$ cat config.mk
export PLATFORM = sky130hd
export DESIGN_NAME = dram_write_leveling
export DESIGN_NICKNAME = d
export VERILOG_FILES = /design/src/dram_write_leveling.v /design/src/lane_sampler.v
export VERILOG_INCLUDE_DIRS = /design/src
export SDC_FILE = /design/constraint.sdc
export NUM_CORES = 1
export LEC_CHECK = 0
export BUFFER_PORTS_ARGS = -buffer_cell sky130_fd_sc_hd__buf_4
export CAP_MARGIN = 15
export CORE_MARGIN = 2
export CORE_UTILIZATION = 51
export CTS_BUF_LIST = sky130_fd_sc_hd__clkbuf_8
export DETAILED_ROUTE_END_ITERATION = 7
export PLACE_DENSITY = 0.85
export SYNTH_ARGS = -nofsm -noshare
export SYNTH_HDL_FRONTEND = slang
export SYNTH_SLANG_ARGS = --single-unit
$ cat constraint.sdc
create_clock -name sys_clk_i -period 2.55 [get_ports sys_clk_i]
set_input_delay 0.51 -clock sys_clk_i [delete_from_list [all_inputs] [get_ports sys_clk_i]]
set_output_delay 0.51 -clock sys_clk_i [all_outputs]
set_load 0.05 [all_outputs]
$ cat src/wrlvl_defines.vh
`ifndef WRLVL_DEFINES_VH
`define WRLVL_DEFINES_VH

// ----------------------------------------------------------------
// Register map (APB byte addresses)
// ----------------------------------------------------------------
`define ADDR_MODE_REG_ONE   12'h000
`define ADDR_COMMAND        12'h004
`define ADDR_STATUS         12'h008
`define ADDR_FEEDBACK       12'h00c

// ----------------------------------------------------------------
// Mode register one field positions and reset value
// ----------------------------------------------------------------
`define MR1_LEVEL_BIT       7
`define MR1_QOFF_BIT        12
`define MR1_RESET           16'h0000

// ----------------------------------------------------------------
// Command codes on the command register
// ----------------------------------------------------------------
`define CMD_NOP             3'h0
`define CMD_DESELECT        3'h1
`define CMD_MODE_WRITE      3'h2
`define CMD_OTHER           3'h3

// ----------------------------------------------------------------
// Timing (link clock cycles counted in system clocks)
// ----------------------------------------------------------------
`define MODE_UPDATE_DELAY_CK  12
`define MODE_COMMAND_GAP_CK   4
`define STROBE_TERM_DELAY_CK  25
`define LINK_CK_NS            160
`define SYS_CK_NS             5
`define MODE_UPDATE_CYCLES    (`MODE_UPDATE_DELAY_CK * `LINK_CK_NS / `SYS_CK_NS)
`define STROBE_TERM_CYCLES    (`STROBE_TERM_DELAY_CK * `LINK_CK_NS / `SYS_CK_NS)
`define CNT_W                 12

`endif

$ cat src/dram_write_leveling.v
`timescale 1ns/100ps
`include "wrlvl_defines.vh"

module dram_write_leveling (
  input  wire        sys_clk_i,
  input  wire        rst_i,
  input  wire        psel_i,
  input  wire        penable_i,
  input  wire        pwrite_i,
  input  wire [11:0] paddr_i,
  input  wire [31:0] pwdata_i,
  output reg  [31:0] prdata_o,
  output wire        pready_o,
  output wire        pslverr_o,
  input  wire        link_ck_i,
  input  wire        lower_lane_strobe_i,
  input  wire        upper_lane_strobe_i,
  input  wire        termination_control_pin_i,
  output wire [15:0] dq_o,
  output wire [15:0] dq_oe_o,
  output wire [15:0] dq_undefined_o,
  output reg         strobe_term_on_o,
  output wire        data_term_on_o,
  output wire        output_buffer_off_o,
  output wire        illegal_cmd_o
);

  // ----------------------------------------------------------------
  // States
  // ----------------------------------------------------------------
  localparam [2:0] ST_IDLE  = 3'd0;
  localparam [2:0] ST_ENTRY = 3'd1;
  localparam [2:0] ST_ARMED = 3'd2;
  localparam [2:0] ST_FEED  = 3'd3;
  localparam [2:0] ST_EXIT  = 3'd4;

  // ----------------------------------------------------------------
  // Delay counts, sized to the counters
  // ----------------------------------------------------------------
  localparam [`CNT_W-1:0] MODE_UPD_CNT   = `MODE_UPDATE_CYCLES;
  localparam [`CNT_W-1:0] STROBE_TRM_CNT = `STROBE_TERM_CYCLES;
  localparam [`CNT_W-1:0] CNT_ZERO       = {`CNT_W{1'b0}};

  reg  [15:0]         mode_reg_one_ff;
  reg  [2:0]          state_ff;
  reg  [2:0]          nxt_state;
  reg  [`CNT_W-1:0]   cnt_ff;
  reg  [`CNT_W-1:0]   nxt_cnt;
  reg  [`CNT_W-1:0]   term_cnt_ff;
  reg                 illegal_ff;
  reg                 ck_s1_ff;
  reg                 ck_s2_ff;
  reg                 odt_s1_ff;
  reg                 odt_s2_ff;
  reg                 term_ready_ff;
  wire [7:0]          lower_dq;
  wire [7:0]          upper_dq;
  wire                wr_en;
  wire                rd_en;
  wire                cmd_wr;
  wire                mode_wr;
  wire                level_bit;
  wire                lane_en;
  wire                rd_setup;
  wire                entry_wr;
  wire                exit_wr;
  wire [31:0]         status_word;

  // ----------------------------------------------------------------
  // APB decode
  // ----------------------------------------------------------------
  function addr_ok;
    input [11:0] a;
    begin
      addr_ok = (a == `ADDR_MODE_REG_ONE) || (a == `ADDR_COMMAND) ||
                (a == `ADDR_STATUS) || (a == `ADDR_FEEDBACK);
    end
  endfunction

  // True when a down counter has run out
  function cnt_zero;
    input [`CNT_W-1:0] c;
    begin
      cnt_zero = (c == CNT_ZERO);
    end
  endfunction

  // Command code field of a command register write
  function [2:0] cmd_field;
    input [31:0] d;
    begin
      cmd_field = d[18:16];
    end
  endfunction

  // No wait states: every access ends in its first access cycle
  assign pready_o  = 1'b1;
  assign pslverr_o = psel_i && penable_i && !addr_ok(paddr_i);
  assign wr_en     = psel_i && penable_i && pwrite_i;
  assign rd_en     = psel_i && penable_i && !pwrite_i;
  // Read data is loaded in the setup cycle so it stands in the access cycle
  assign rd_setup  = psel_i && !penable_i && !pwrite_i;
  assign cmd_wr    = wr_en && (paddr_i == `ADDR_COMMAND);
  assign mode_wr   = cmd_wr && (cmd_field(pwdata_i) == `CMD_MODE_WRITE);
  assign entry_wr  = mode_wr && pwdata_i[`MR1_LEVEL_BIT];
  assign exit_wr   = mode_wr && !pwdata_i[`MR1_LEVEL_BIT];
  assign level_bit = mode_reg_one_ff[`MR1_LEVEL_BIT];

  // ----------------------------------------------------------------
  // Mode register one
  // ----------------------------------------------------------------
  // Loaded only by a mode write command
  always @(posedge sys_clk_i) begin
    if (rst_i) begin
      mode_reg_one_ff <= `MR1_RESET;
    end else if (mode_wr) begin
      mode_reg_one_ff <= pwdata_i[15:0];
    end
  end

  // ----------------------------------------------------------------
  // Register read path
  // ----------------------------------------------------------------
  // Status word: sticky flag, termination state, machine state
  assign status_word = {26'h0, illegal_ff, strobe_term_on_o, term_ready_ff, state_ff};

  // Read mux, loaded in the setup cycle of a read
  always @(posedge sys_clk_i) begin
    if (rst_i) begin
      prdata_o <= 32'h00000000;
    end else if (rd_setup) begin
      case (paddr_i)
        `ADDR_MODE_REG_ONE: prdata_o <= {16'h0000, mode_reg_one_ff};
        `ADDR_STATUS:       prdata_o <= status_word;
        `ADDR_FEEDBACK:     prdata_o <= {16'h0000, upper_dq, lower_dq};
        default:            prdata_o <= 32'h00000000;
      endcase
    end
  end

  // ----------------------------------------------------------------
  // Pin synchronisers
  // ----------------------------------------------------------------
  always @(posedge sys_clk_i) begin
    if (rst_i) begin
      ck_s1_ff  <= 1'b0;
      ck_s2_ff  <= 1'b0;
      odt_s1_ff <= 1'b0;
      odt_s2_ff <= 1'b0;
    end else begin
      ck_s1_ff  <= link_ck_i;
      ck_s2_ff  <= ck_s1_ff;
      odt_s1_ff <= termination_control_pin_i;
      odt_s2_ff <= odt_s1_ff;
    end
  end

  // ----------------------------------------------------------------
  // Leveling state machine
  // ----------------------------------------------------------------
  // Next state and delay counter; entry writes are followed in idle and exit, exit writes in entry, armed and feed
  always @* begin
    nxt_state = state_ff;
    nxt_cnt   = cnt_zero(cnt_ff) ? cnt_ff : cnt_ff - 1'b1;
    case (state_ff)
      ST_IDLE: begin
        if (entry_wr) begin
          nxt_state = ST_ENTRY;
          nxt_cnt   = MODE_UPD_CNT;
        end
      end
      ST_ENTRY: begin
        if (exit_wr) begin
          nxt_state = ST_EXIT;
          nxt_cnt   = MODE_UPD_CNT;
        end else if (cnt_zero(cnt_ff)) begin
          nxt_state = ST_ARMED;
        end
      end
      ST_ARMED, ST_FEED: begin
        if (exit_wr) begin
          nxt_state = ST_EXIT;
          nxt_cnt   = MODE_UPD_CNT;
        end else if (state_ff == ST_ARMED && cnt_zero(term_cnt_ff) &&
                     strobe_term_on_o) begin
          nxt_state = ST_FEED;
        end
      end
      ST_EXIT: begin
        if (entry_wr) begin
          nxt_state = ST_ENTRY;
          nxt_cnt   = MODE_UPD_CNT;
        end else if (cnt_zero(cnt_ff)) begin
          nxt_state = ST_IDLE;
        end
      end
      default: nxt_state = ST_IDLE;
    endcase
  end

  // State and counter registers
  always @(posedge sys_clk_i) begin
    if (rst_i) begin
      state_ff <= ST_IDLE;
      cnt_ff   <= CNT_ZERO;
    end else begin
      state_ff <= nxt_state;
      cnt_ff   <= nxt_cnt;
    end
  end

  // ----------------------------------------------------------------
  // Termination handling
  // ----------------------------------------------------------------
  always @(posedge sys_clk_i) begin
    if (rst_i) begin
      term_ready_ff    <= 1'b0;
      strobe_term_on_o <= 1'b0;
      term_cnt_ff      <= CNT_ZERO;
    end else begin
      term_ready_ff    <= (state_ff == ST_ARMED) || (state_ff == ST_FEED);
      strobe_term_on_o <= term_ready_ff && odt_s2_ff;
      // Termination must stand a full delay before strobes are used
      if (!(term_ready_ff && odt_s2_ff)) begin
        term_cnt_ff <= STROBE_TRM_CNT;
      end else if (!cnt_zero(term_cnt_ff)) begin
        term_cnt_ff <= term_cnt_ff - 1'b1;
      end
    end
  end

  // Data-line termination only outside leveling; buffer-off bit
  assign data_term_on_o      = !level_bit && odt_s2_ff;
  assign output_buffer_off_o = mode_reg_one_ff[`MR1_QOFF_BIT];

  // ----------------------------------------------------------------
  // Command checking
  // ----------------------------------------------------------------

  // Illegal command flag while leveling, cleared by reading status
  always @(posedge sys_clk_i) begin
    if (rst_i) begin
      illegal_ff <= 1'b0;
    end else if (cmd_wr && level_bit && cmd_field(pwdata_i) == `CMD_OTHER) begin
      illegal_ff <= 1'b1;
    end else if (rd_en && paddr_i == `ADDR_STATUS) begin
      illegal_ff <= 1'b0;
    end
  end

  // Sticky flag straight to its pin
  assign illegal_cmd_o = illegal_ff;

  // ----------------------------------------------------------------
  // Feedback lanes
  // ----------------------------------------------------------------
  assign lane_en = (state_ff == ST_FEED);

  // Both lanes take the same synchronised clock, each its own strobe
  // Lower lane
  lane_sampler u_lower (
    .sys_clk_i (sys_clk_i),
    .rst_i     (rst_i),
    .strobe_i  (lower_lane_strobe_i),
    .link_ck_i (ck_s2_ff),
    .enable_i  (lane_en),
    .dq_o      (lower_dq)
  );

  // Upper lane
  lane_sampler u_upper (
    .sys_clk_i (sys_clk_i),
    .rst_i     (rst_i),
    .strobe_i  (upper_lane_strobe_i),
    .link_ck_i (ck_s2_ff),
    .enable_i  (lane_en),
    .dq_o      (upper_dq)
  );

  // ----------------------------------------------------------------
  // Output pins
  // ----------------------------------------------------------------
  // Feedback drive; pins flagged undefined around entry and exit
  assign dq_o           = {upper_dq, lower_dq};
  assign dq_oe_o        = (level_bit && !output_buffer_off_o) ? 16'hffff : 16'h0000;
  assign dq_undefined_o = (state_ff == ST_ENTRY || state_ff == ST_ARMED ||
                           state_ff == ST_EXIT) ? 16'hffff : 16'h0000;

endmodule // dram_write_leveling

$ cat src/lane_sampler.v
`timescale 1ns/100ps

// ----------------------------------------------------------------
// One byte lane: samples clock level on rising strobe edge
// ----------------------------------------------------------------
module lane_sampler (
  input  wire       sys_clk_i,
  input  wire       rst_i,
  input  wire       strobe_i,
  input  wire       link_ck_i,
  input  wire       enable_i,
  output reg  [7:0] dq_o
);

  reg strobe_s1_ff;
  reg strobe_s2_ff;
  reg strobe_d_ff;

  // Two stage synchroniser for the strobe
  always @(posedge sys_clk_i) begin
    if (rst_i) begin
      strobe_s1_ff <= 1'b0;
      strobe_s2_ff <= 1'b0;
      strobe_d_ff  <= 1'b0;
    end else begin
      strobe_s1_ff <= strobe_i;
      strobe_s2_ff <= strobe_s1_ff;
      strobe_d_ff  <= strobe_s2_ff;
    end
  end

  // Capture clock level on rising strobe, hold until next
  always @(posedge sys_clk_i) begin
    if (rst_i) begin
      dq_o <= 8'h00;
    end else if (!enable_i) begin
      dq_o <= 8'h00;
    end else if (strobe_s2_ff && !strobe_d_ff) begin
      dq_o <= {8{link_ck_i}};
    end
  end

endmodule // lane_sampler

# After elaboration in Yosys (flattened, before gate mapping)

Index checks and enable logic that the tools add are counted.
W data, S select, Z words.

Register bits: 90
Bits of input ports: 53
Output and inout port bits: 86
Word-level logic and storage cells: 103

$add $sub $neg: 2
Equal/unequal tests: 14
Muxes and demuxes: 19
Bitwise operators: 2
Reductions and logical operators: 45

Operator list:

| kind                    | number |
|---|---|
| $pmux W16 S3            | 1 |
| $logic_not A12 Y1       | 3 |
| $mux W12                | 3 |
| $mux W16                | 2 |
| $eq A12 B4 Y1 const B   | 2 |
| $pmux W12 S2            | 1 |
| $sub A12 B1 Y12 const B | 2 |
| $mux W3                 | 7 |
| $logic_and A1 B1 Y1     | 20 |
| $mux W10                | 2 |
| $eq A12 B3 Y1 const B   | 1 |
| $eq A3 B2 Y1 const B    | 4 |
| $pmux W3 S4             | 1 |
| $ne A3 B3 Y1 const B    | 3 |
| $logic_not A1 Y1        | 8 |
| $reduce_or A2 Y1        | 4 |
| $logic_or A1 B1 Y1      | 6 |
| $ne A2 B2 Y1 const B    | 2 |
| $reduce_and A4 Y1       | 1 |
| $eq A3 B1 Y1 const B    | 1 |
| $eq A3 B3 Y1 const B    | 1 |
| $logic_not A3 Y1        | 1 |
| $reduce_or A3 Y1        | 1 |
| $mux W1                 | 2 |
| 2 further kinds         | 3 |

# Logic depth before layout (Yosys ltp)

Gate-level depths: netlist of run 1.

Depth after elaboration: 7
Depth in mapped cells: 9
Mapped depth without buffers: 8

# Modules after synthesis

Synthesis of run 1 repeated with hierarchy kept, for this count alone.

Cells, all modules: 451
Area, all modules: 3880.0 um2

Modules (own cells, without submodules):

| module              | times used | cells each | area each (um2) | seq. area each (um2) |
|---|---|---|---|---|
| dram_write_leveling | 1          | 417        | 3504.6          | 1321.3 |
| lane_sampler        | 2          | 17         | 187.7           | 80.1 |

# Least setup slack after synthesis of run 1

Ideal clock, no wire load.

Path kind: register -> output
Start: register state_ff[0]
End: output port dq_undefined_o[10]
Arrival time: 2958 ps
Required time: 2040 ps
Slack: -918 ps
Stages on the path, launching flop included: 5
Path buffers: 2
Cells stage by stage: dfxtp_1 > clkbuf_1 > xnor2_1 > o21ai_0 > buf_4

Longest elaborated chain between the ends: 4
Elaborated cells on any way between the ends: 6
Classes of those cells: eq/ne (3); mux (1); reduce/logical (2)

Ends and longest elaborated chain:

| what                                                | line                      | source |
|---|---|---|
| start, declared                                     | dram_write_leveling.v:45  | `reg [2:0] state_ff;` |
| start signal, assigned                              | dram_write_leveling.v:207 | `state_ff <= nxt_state;` |
| $eq A3 B1 Y1 / $eq A3 B2 Y1 (equally long branches) | dram_write_leveling.v:286 | `assign dq_undefined_o = (state_ff == ST_ENTRY \|\| state_ff == ST_ARMED \|\|` |
| $logic_or A1 B1 Y1                                  | dram_write_leveling.v:286 |  |
| $logic_or A1 B1 Y1 (*)                              | dram_write_leveling.v:286 |  |
| $mux W16 (*)                                        | dram_write_leveling.v:287 | `state_ff == ST_EXIT) ? 16'hffff : 16'h0000;` |
| end, declared                                       | dram_write_leveling.v:21  | `output wire [15:0] dq_undefined_o,` |

Mark *: on every way between the ends. The rest lies on a longest branch, timed or not.

# Final worst setup path of run 1

Start: register state_ff[0]
End: output port dq_undefined_o[3]

The elaborated chain is that of the path after synthesis.

==> results.py, run 1 <==
metrics = {
    "die": {
        "die_area_mm2": 0.008034,
        "start_util_pct": 52.12,
        "row_count": 31,
        "die_w_um": 89.64,
        "die_y_um": 89.64,
        "ios": 139,
        "design.core.area_mm2": 0.007176,
    },
    "drt": {
        "wl_per_cell_um": 13.25,
        "vias": 3260,
        "drc_errors": 0,
        "firstDrtPassIters": 5,
        "ant_nets": 0,
        "routed_wl_mm": 8.283,
        "via_per_inst": 5.216,
        "drt_iter0_drc": 116,
    },
    "cells_and_area": {
        "multi_input_area_mm2": 0.001739,
        "regArea_mm2": 0.001481,
        "area_growth_pct": 19.94,
        "utilization_pct": 62.51,
        "drive_gt1_share_pct": 28.14,
        "nFillCells": 590,
        "num_antenna_cells": 0,
        "final_nets": 576,
    },
    "synth": {
        "syn_area_mm2": 0.003740,
        "ys.flop_type": "dfxtp_1",
        "synth_compound_area_share_pct": 13.58,
        "synthXorXnorAreaFrac_pct": 3.279,
        "yosysWarnings": 0,
        "synth_top_family_by_area": "simple AND/OR/NAND/NOR gates",
        "async_reset_ff_share_pct": 0,
        "synthSimpleGateAreaFrac_pct": 24.76,
        "synth_top_area_share_pct": 39.61,
        "synth-adder-area-share_pct": 0.9368,
        "muxShareOfSynthArea_pct": 1.907,
        "avgSynthCellArea_um2": 8.166,
        "synth.area.top_cells": "dfxtp_1 (40%), buf_4 (12%), nor2_1 (6.4%)",
        "yosysSeqAreaShare_pct": 39.61,
        "ys_seq_elements": 74,
        "synth_cell_types": 52,
        "synthCells": 458,
        "synth_top_area_cell": "dfxtp_1",
        "synth_edf_count": 0,
    },
    "critical_path": {
        "critical_path.cell_chain": "xnor2_1 -> o21ai_2 -> buf_4",
        "crit_required_ns": 2.04,
        "critPathBufInv": 1,
        "slowest_stage": "dfxtp_1",
        "crit_path_start_kind": "flip-flop",
        "crit_family": "flip-flops",
        "crit_fanout": 16,
        "cp-end-kind": "output port",
        "slowest_delay_ns": 0.53,
        "critical_path_class": "reg -> out",
        "cp.arrival_ns": 1.76,
    },
    "global_route": {
        "grt_pass1_wl_mm": 12.73,
        "track_usage_pct": 20.19,
        "grt_pass1_vias": 2934,
        "gr-total-overflow": 0,
        "grt_max_degree": 58,
        "antenna_found_initial": 0,
    },
    "sta": {
        "tns_ns": 0,
        "rsz0062_at_grt": "no",
        "slew_viol_final": 0,
        "final_hold_viol_count": 0,
        "fin_crit_ns": 2.268,
        "maxSlewHeadroom_pct": 59.76,
        "fin_crit_sh_pct": 88.93,
        "worstMarginPinSlew_ns": 0.6015,
        "setup_violations": 0,
        "skew_ns": 0.01059,
        "fmax_mhz": 441.0,
    },
    "power_and_ir_drop": {
        "p_per_area_mw_per_mm2": 853.0,
        "p_int_uw": 2226,
        "p_clk_share_pct": 24.6,
        "vdd_drop_max_mv": 0.3940,
        "p_comb_share_pct": 39.8,
        "swShare_pct": 41.82,
        "seq_power_share_pct": 35.6,
        "cellLeakagePower_uw": 0.001885,
        "switchingPower_uw": 1600,
    },
    "clocking": {
        "clk_latency_ns": 0.35,
        "post_cts.repair.setup_buffers": 0,
        "root_buffer": "clkbuf_8",
        "cts_resized": 0,
        "cts_hold_buffers": 0,
        "clock-sinks": 74,
        "clkSlewWorstSetupHoldPaths_ns": 0.09,
        "cts_tree": "built",
        "htree_levels": 3,
        "cts_buffers": 9,
        "clock_path_buffers": 2,
    },
    "placed_design": {
        "dp_hpwl_mm": 5.966,
        "routabilityCongestion": 0.8614,
        "port_buffers": 108,
    },
    "run_status": {
        "outcome": "complete, no violations",
    },
    "min_path": {
        "hold_class": "in -> reg",
    },
    "job": {
        "cap_violations": 0,
    },
}
power by group through the flow:
stage	clock (uW)	combinational [uW]	sequential [uW]
5_1_grt	1000	1660	1380
3_5_place_dp	0	1510	1380
2_1_floorplan	0	1350	1350
3_3_place_gp	0	1480	1380
6_report	941	1520	1360
4_1_cts	956	1530	1360
path summary, 6_finish.rpt:
path / from / endpoint / slack [ns] / depth (start not counted)
worst max-delay path: state_ff[0]$_SDFFE_PP0P_ / dq_undefined_o[3] / 0.28 / 3
worst min-delay path: upper_lane_strobe_i / u_upper.strobe_s1_ff$_SDFF_PP0_ / 0.37 / 2
worst min register to register: ck_s1_ff$_SDFF_PP0_ / ck_s2_ff$_SDFF_PP0_ / 0.45 / 1
worst max register to register: term_cnt_ff[0]$_SDFFE_PP0P_ / state_ff[0]$_SDFFE_PP0P_ / 0.45 / 8
synthesized netlist by cell type (all sizes together), types with 3 or more instances:
library cell	n
o21ai	10
nor3	14
a31oi	5
nand2	47
a22oi	6
dfxtp	74
a2bb2oi	8
clkbuf	16
nor2b	17
buf	65
or3	3
inv	12
a21oi	45
nand3	8
nand3b	3
nor4	7
nor2	64
xor2	6
nand2b	4
mux2i	6
nand4	3
xnor2	8
kinds of logic after synthesis:
kind of cell	Yosys count
flip-flops	74
AND/OR/NAND/NOR	181
other	2
XOR/XNOR	14
adder cells (fa/ha/maj)	3
multiplexers	7
AO/OA/AOI/OAI	84
buffers and inverters	93
area by class of cell:
cell class | count | area share [%]
inverters | 12 | 1.004
clock buffers | 9 | 2.762
flip-flops and latches | 74 | 33.03
clock inverters | 7 | 1.925
well taps | 99 | 2.762
multi-input cells | 306 | 38.77
repair buffers | 118 | 19.75
stage by stage:
stage	total power [uW]	area, um2	worst slack, ns	instances	hold slack (ns)
after floorplan	2699	3802	0.3050	473	0.4138
after global placement	2859	4275	0.2607	609	0.4197
after detailed placement	2898	4275	0.1389	609	0.4314
after CTS	3843	4486	0.2477	625	0.3584
after global routing	4040	4486	0.05868	625	0.3682
final	3826	4486	0.2822	625	0.3664
layout by cell type (no fill, tap or decap), drive strengths merged, types with 2 or more instances in the layout:
cell / count
a211oi: 2
a21oi: 45
a22oi: 6
a2bb2oi: 8
a31oi: 5
and3: 2
buf: 118
clkbuf: 9
clkinv: 3
conb: 17
dfxtp: 74
ha: 2
inv: 14
mux2i: 6
nand2: 47
nand2b: 4
nand3: 8
nand3b: 3
nand4: 3
nor2: 64
nor2b: 17
nor3: 14
nor4: 7
o21ai: 10
or3: 3
or4: 2
xnor2: 8
xor2: 6
state kept, by name, summed over array words and instances (netlist names), 3 cells and up:
name and cells:
state_ff 3, cnt_ff 12, mode_reg_one_ff 16, prdata_o 16, term_cnt_ff 12
metal layers:
metal,track usage [%],part of all wire (%),wire (um),vias to the layer above
li1,-,-,-,1611
met1,23.81,41,3377,1484
met2,34.89,49,4084,143
met3,3.473,7.4,609,22
met4,10.72,2.5,210,0
met5,0,0,0,-
No activity file was read; power rests on OpenSTA's default activity.
==> run 2, diff against run 1 <==
--- a/config.mk
+++ b/config.mk
@@ -13,6 +13,7 @@
 export CTS_BUF_LIST = sky130_fd_sc_hd__clkbuf_8
 export DETAILED_ROUTE_END_ITERATION = 7
 export PLACE_DENSITY = 0.85
+export SLEW_MARGIN = 20
 export SYNTH_ARGS = -nofsm -noshare
 export SYNTH_HDL_FRONTEND = slang
 export SYNTH_SLANG_ARGS = --single-unit
==> constraint.sdc (replaced) <==
create_clock -name sys_clk_i -period 2.55 [get_ports sys_clk_i]
set_input_delay 0.51 -clock sys_clk_i [delete_from_list [all_inputs] [get_ports sys_clk_i]]
set_output_delay 0.51 -clock sys_clk_i [all_outputs]
set_load 0.005 [all_outputs]
==> results.py, run 2 (synthesized netlist as in run 1, its figures left out) <==
metrics = {
    "run_status": {
        "outcome": "complete, no violations",
    },
    "global_route": {
        "track_usage_pct": 19.56,
        "gr-total-overflow": 0,
        "antenna_found_initial": 0,
        "grt_max_degree": 58,
        "grt_pass1_vias": 2731,
        "grt_pass1_wl_mm": 12.31,
    },
    "die": {
        "die_y_um": 89.64,
        "start_util_pct": 52.12,
        "ios": 139,
        "row_count": 31,
        "die_w_um": 89.64,
        "design.core.area_mm2": 0.007176,
        "die_area_mm2": 0.008034,
    },
    "min_path": {
        "min-delay-start": "termination_control_pin_i",
        "hold_class": "in -> reg",
        "min_path_cells": 2,
        "holdPathEnd": "odt_s1_ff$_SDFF_PP0_",
    },
    "clocking": {
        "clock_path_buffers": 2,
        "cts_hold_buffers": 0,
        "cts_tree": "built",
        "clkSlewWorstSetupHoldPaths_ns": 0.09,
        "htree_levels": 3,
        "clock-sinks": 74,
        "cts_buffers": 9,
        "root_buffer": "clkbuf_8",
        "clk_latency_ns": 0.36,
    },
    "cells_and_area": {
        "final_cell_mix": "buf_4 (118), dfxtp_1 (74), nor2_1 (64)",
        "mostFrequentLayoutCell": "buf_4",
        "nFillCells": 615,
        "drive_gt1_share_pct": 27.95,
        "num_antenna_cells": 0,
        "final_nets": 576,
        "area_growth_pct": 19.81,
        "reg.largest.list": "mode_reg_one_ff (16), prdata_o (16)",
    },
    "job": {
        "cap_violations": 0,
    },
    "drt": {
        "drt_iter0_drc": 317,
        "wl_per_cell_um": 13.28,
        "vias": 3260,
        "ant_nets": 0,
        "firstDrtPassIters": 5,
        "drc_errors": 0,
        "via_per_inst": 5.216,
        "routed_wl_mm": 8.301,
    },
    "critical_path": {
        "r2r_start": "cnt_ff[0]$_SDFF_PP0_",
        "rrSetupSlack_ns": 0.41,
        "crit_path_start_kind": "flip-flop",
        "crit_family": "flip-flops",
        "crit_required_ns": 2.04,
        "slowest_stage": "dfxtp_1",
        "crit_fanout": 16,
        "critical_path_class": "reg -> out",
        "critPathBufInv": 1,
        "cp.arrival_ns": 1.72,
        "slowest_delay_ns": 0.57,
        "cp-end-kind": "output port",
        "r2r_end": "state_ff[0]$_SDFFE_PP0P_",
        "critical_path.cell_chain": "xnor2_1 -> o21ai_2 -> buf_4",
        "rr_worst_depth": 8,
    },
    "placed_design": {
        "port_buffers": 108,
        "dp_hpwl_mm": 5.946,
        "routabilityCongestion": 0.8217,
    },
    "sta": {
        "tns_ns": 0,
        "worstMarginPinSlew_ns": 0.5524,
        "fin_crit_ns": 2.230,
        "slew_viol_final": 0,
        "skew_ns": 0.01371,
        "fmax_mhz": 448.4,
        "holdWs_ns": 0.3695,
        "final_hold_viol_count": 0,
        "rsz0062_at_grt": "no",
        "maxSlewHeadroom_pct": 63.04,
        "setup_violations": 0,
        "fin_crit_sh_pct": 87.47,
    },
    "power_and_ir_drop": {
        "vdd_drop_max_mv": 0.3661,
        "p_per_area_mw_per_mm2": 744.2,
        "cellLeakagePower_uw": 0.001886,
    },
}
run 2: cell types whose count changed in the layout (fill, tap and decap cells not counted), sizes merged:
cell,before,now
clkinv,3,1
inv,14,16
run 2: power by group:
group / internal, uW / total (uW) / switching [uW] / leakage, uW
Sequential: 1250 / 1360 / 111 / 0.000601
Clock: 471 / 964 / 493 / 0.000103
Combinational: 494 / 1010 / 513 / 0.00118
run 2: worst register-to-register path: stages (launching register included):
cell and delay, ns:
dfxtp_1 0.34, inv_1 0.06, ha_1 0.14, nor2b_1 0.38, nand4_1 0.30, o21ai_0 0.23
nand3_1 0.11, or3_1 0.37, o221a_2 0.13
run 2: metal layers:
metal | vias to the layer above | share of wire (%) | GRT usage (%)
li1 | 1597 | - | -
met1 | 1503 | 41 | 24.53
met2 | 143 | 49 | 32.89
met3 | 17 | 7.7 | 4.022
met4 | 0 | 2.3 | 7.734
met5 | - | 0 | 0
run 2: cell type report:
type	count	area, um2	share of cell area, %
Clock inverter	7	83.83	1.871
Timing Repair Buffer	118	885.9	19.77
Tap cell	99	123.9	2.765
Sequential cell	74	1481	33.06
Inverter	12	45.04	1.005
Multi-Input combinational cell	306	1737	38.76
Clock buffer	9	123.9	2.765
run 2: repair_timing:
item,in CTS,in global routing
setup buffers,0,0
gates resized for setup,0,1
endpoints found under the setup margin,0,16
run 2: per-stage QoR:
| stage | instances | util, % | cell area (um2) | total power [uW] | setup slack, ns |
|---|---|---|---|---|---|
| floorplan | 473 | - | 3796 | 2185 | 0.1954 |
| global route | 625 | 62.44 | 4481 | 3543 | 0.1188 |
| detailed placement | 609 | 59.49 | 4269 | 2391 | 0.1598 |
| global placement | 609 | 59.49 | 4269 | 2340 | 0.2284 |
| CTS | 625 | 62.39 | 4477 | 3350 | 0.04154 |
| finish | 625 | 62.44 | 4481 | 3334 | 0.3196 |
run 2: worst max path at each step:
stage / from / cells past startpoint / to / slack (ns)
finish: state_ff[0]$_SDFFE_PP0P_ / 3 / dq_undefined_o[1] / 0.32
global route: state_ff[0]$_SDFFE_PP0P_ / 3 / dq_undefined_o[11] / 0.12
CTS: state_ff[0]$_SDFFE_PP0P_ / 3 / dq_undefined_o[1] / 0.04
detailed placement: paddr_i[7] / 7 / cnt_ff[6]$_SDFF_PP0_ / 0.16
global placement: paddr_i[1] / 7 / cnt_ff[1]$_SDFF_PP0_ / 0.23
floorplan: state_ff[0]$_SDFFE_PP0P_ / 4 / dq_undefined_o[10] / 0.20
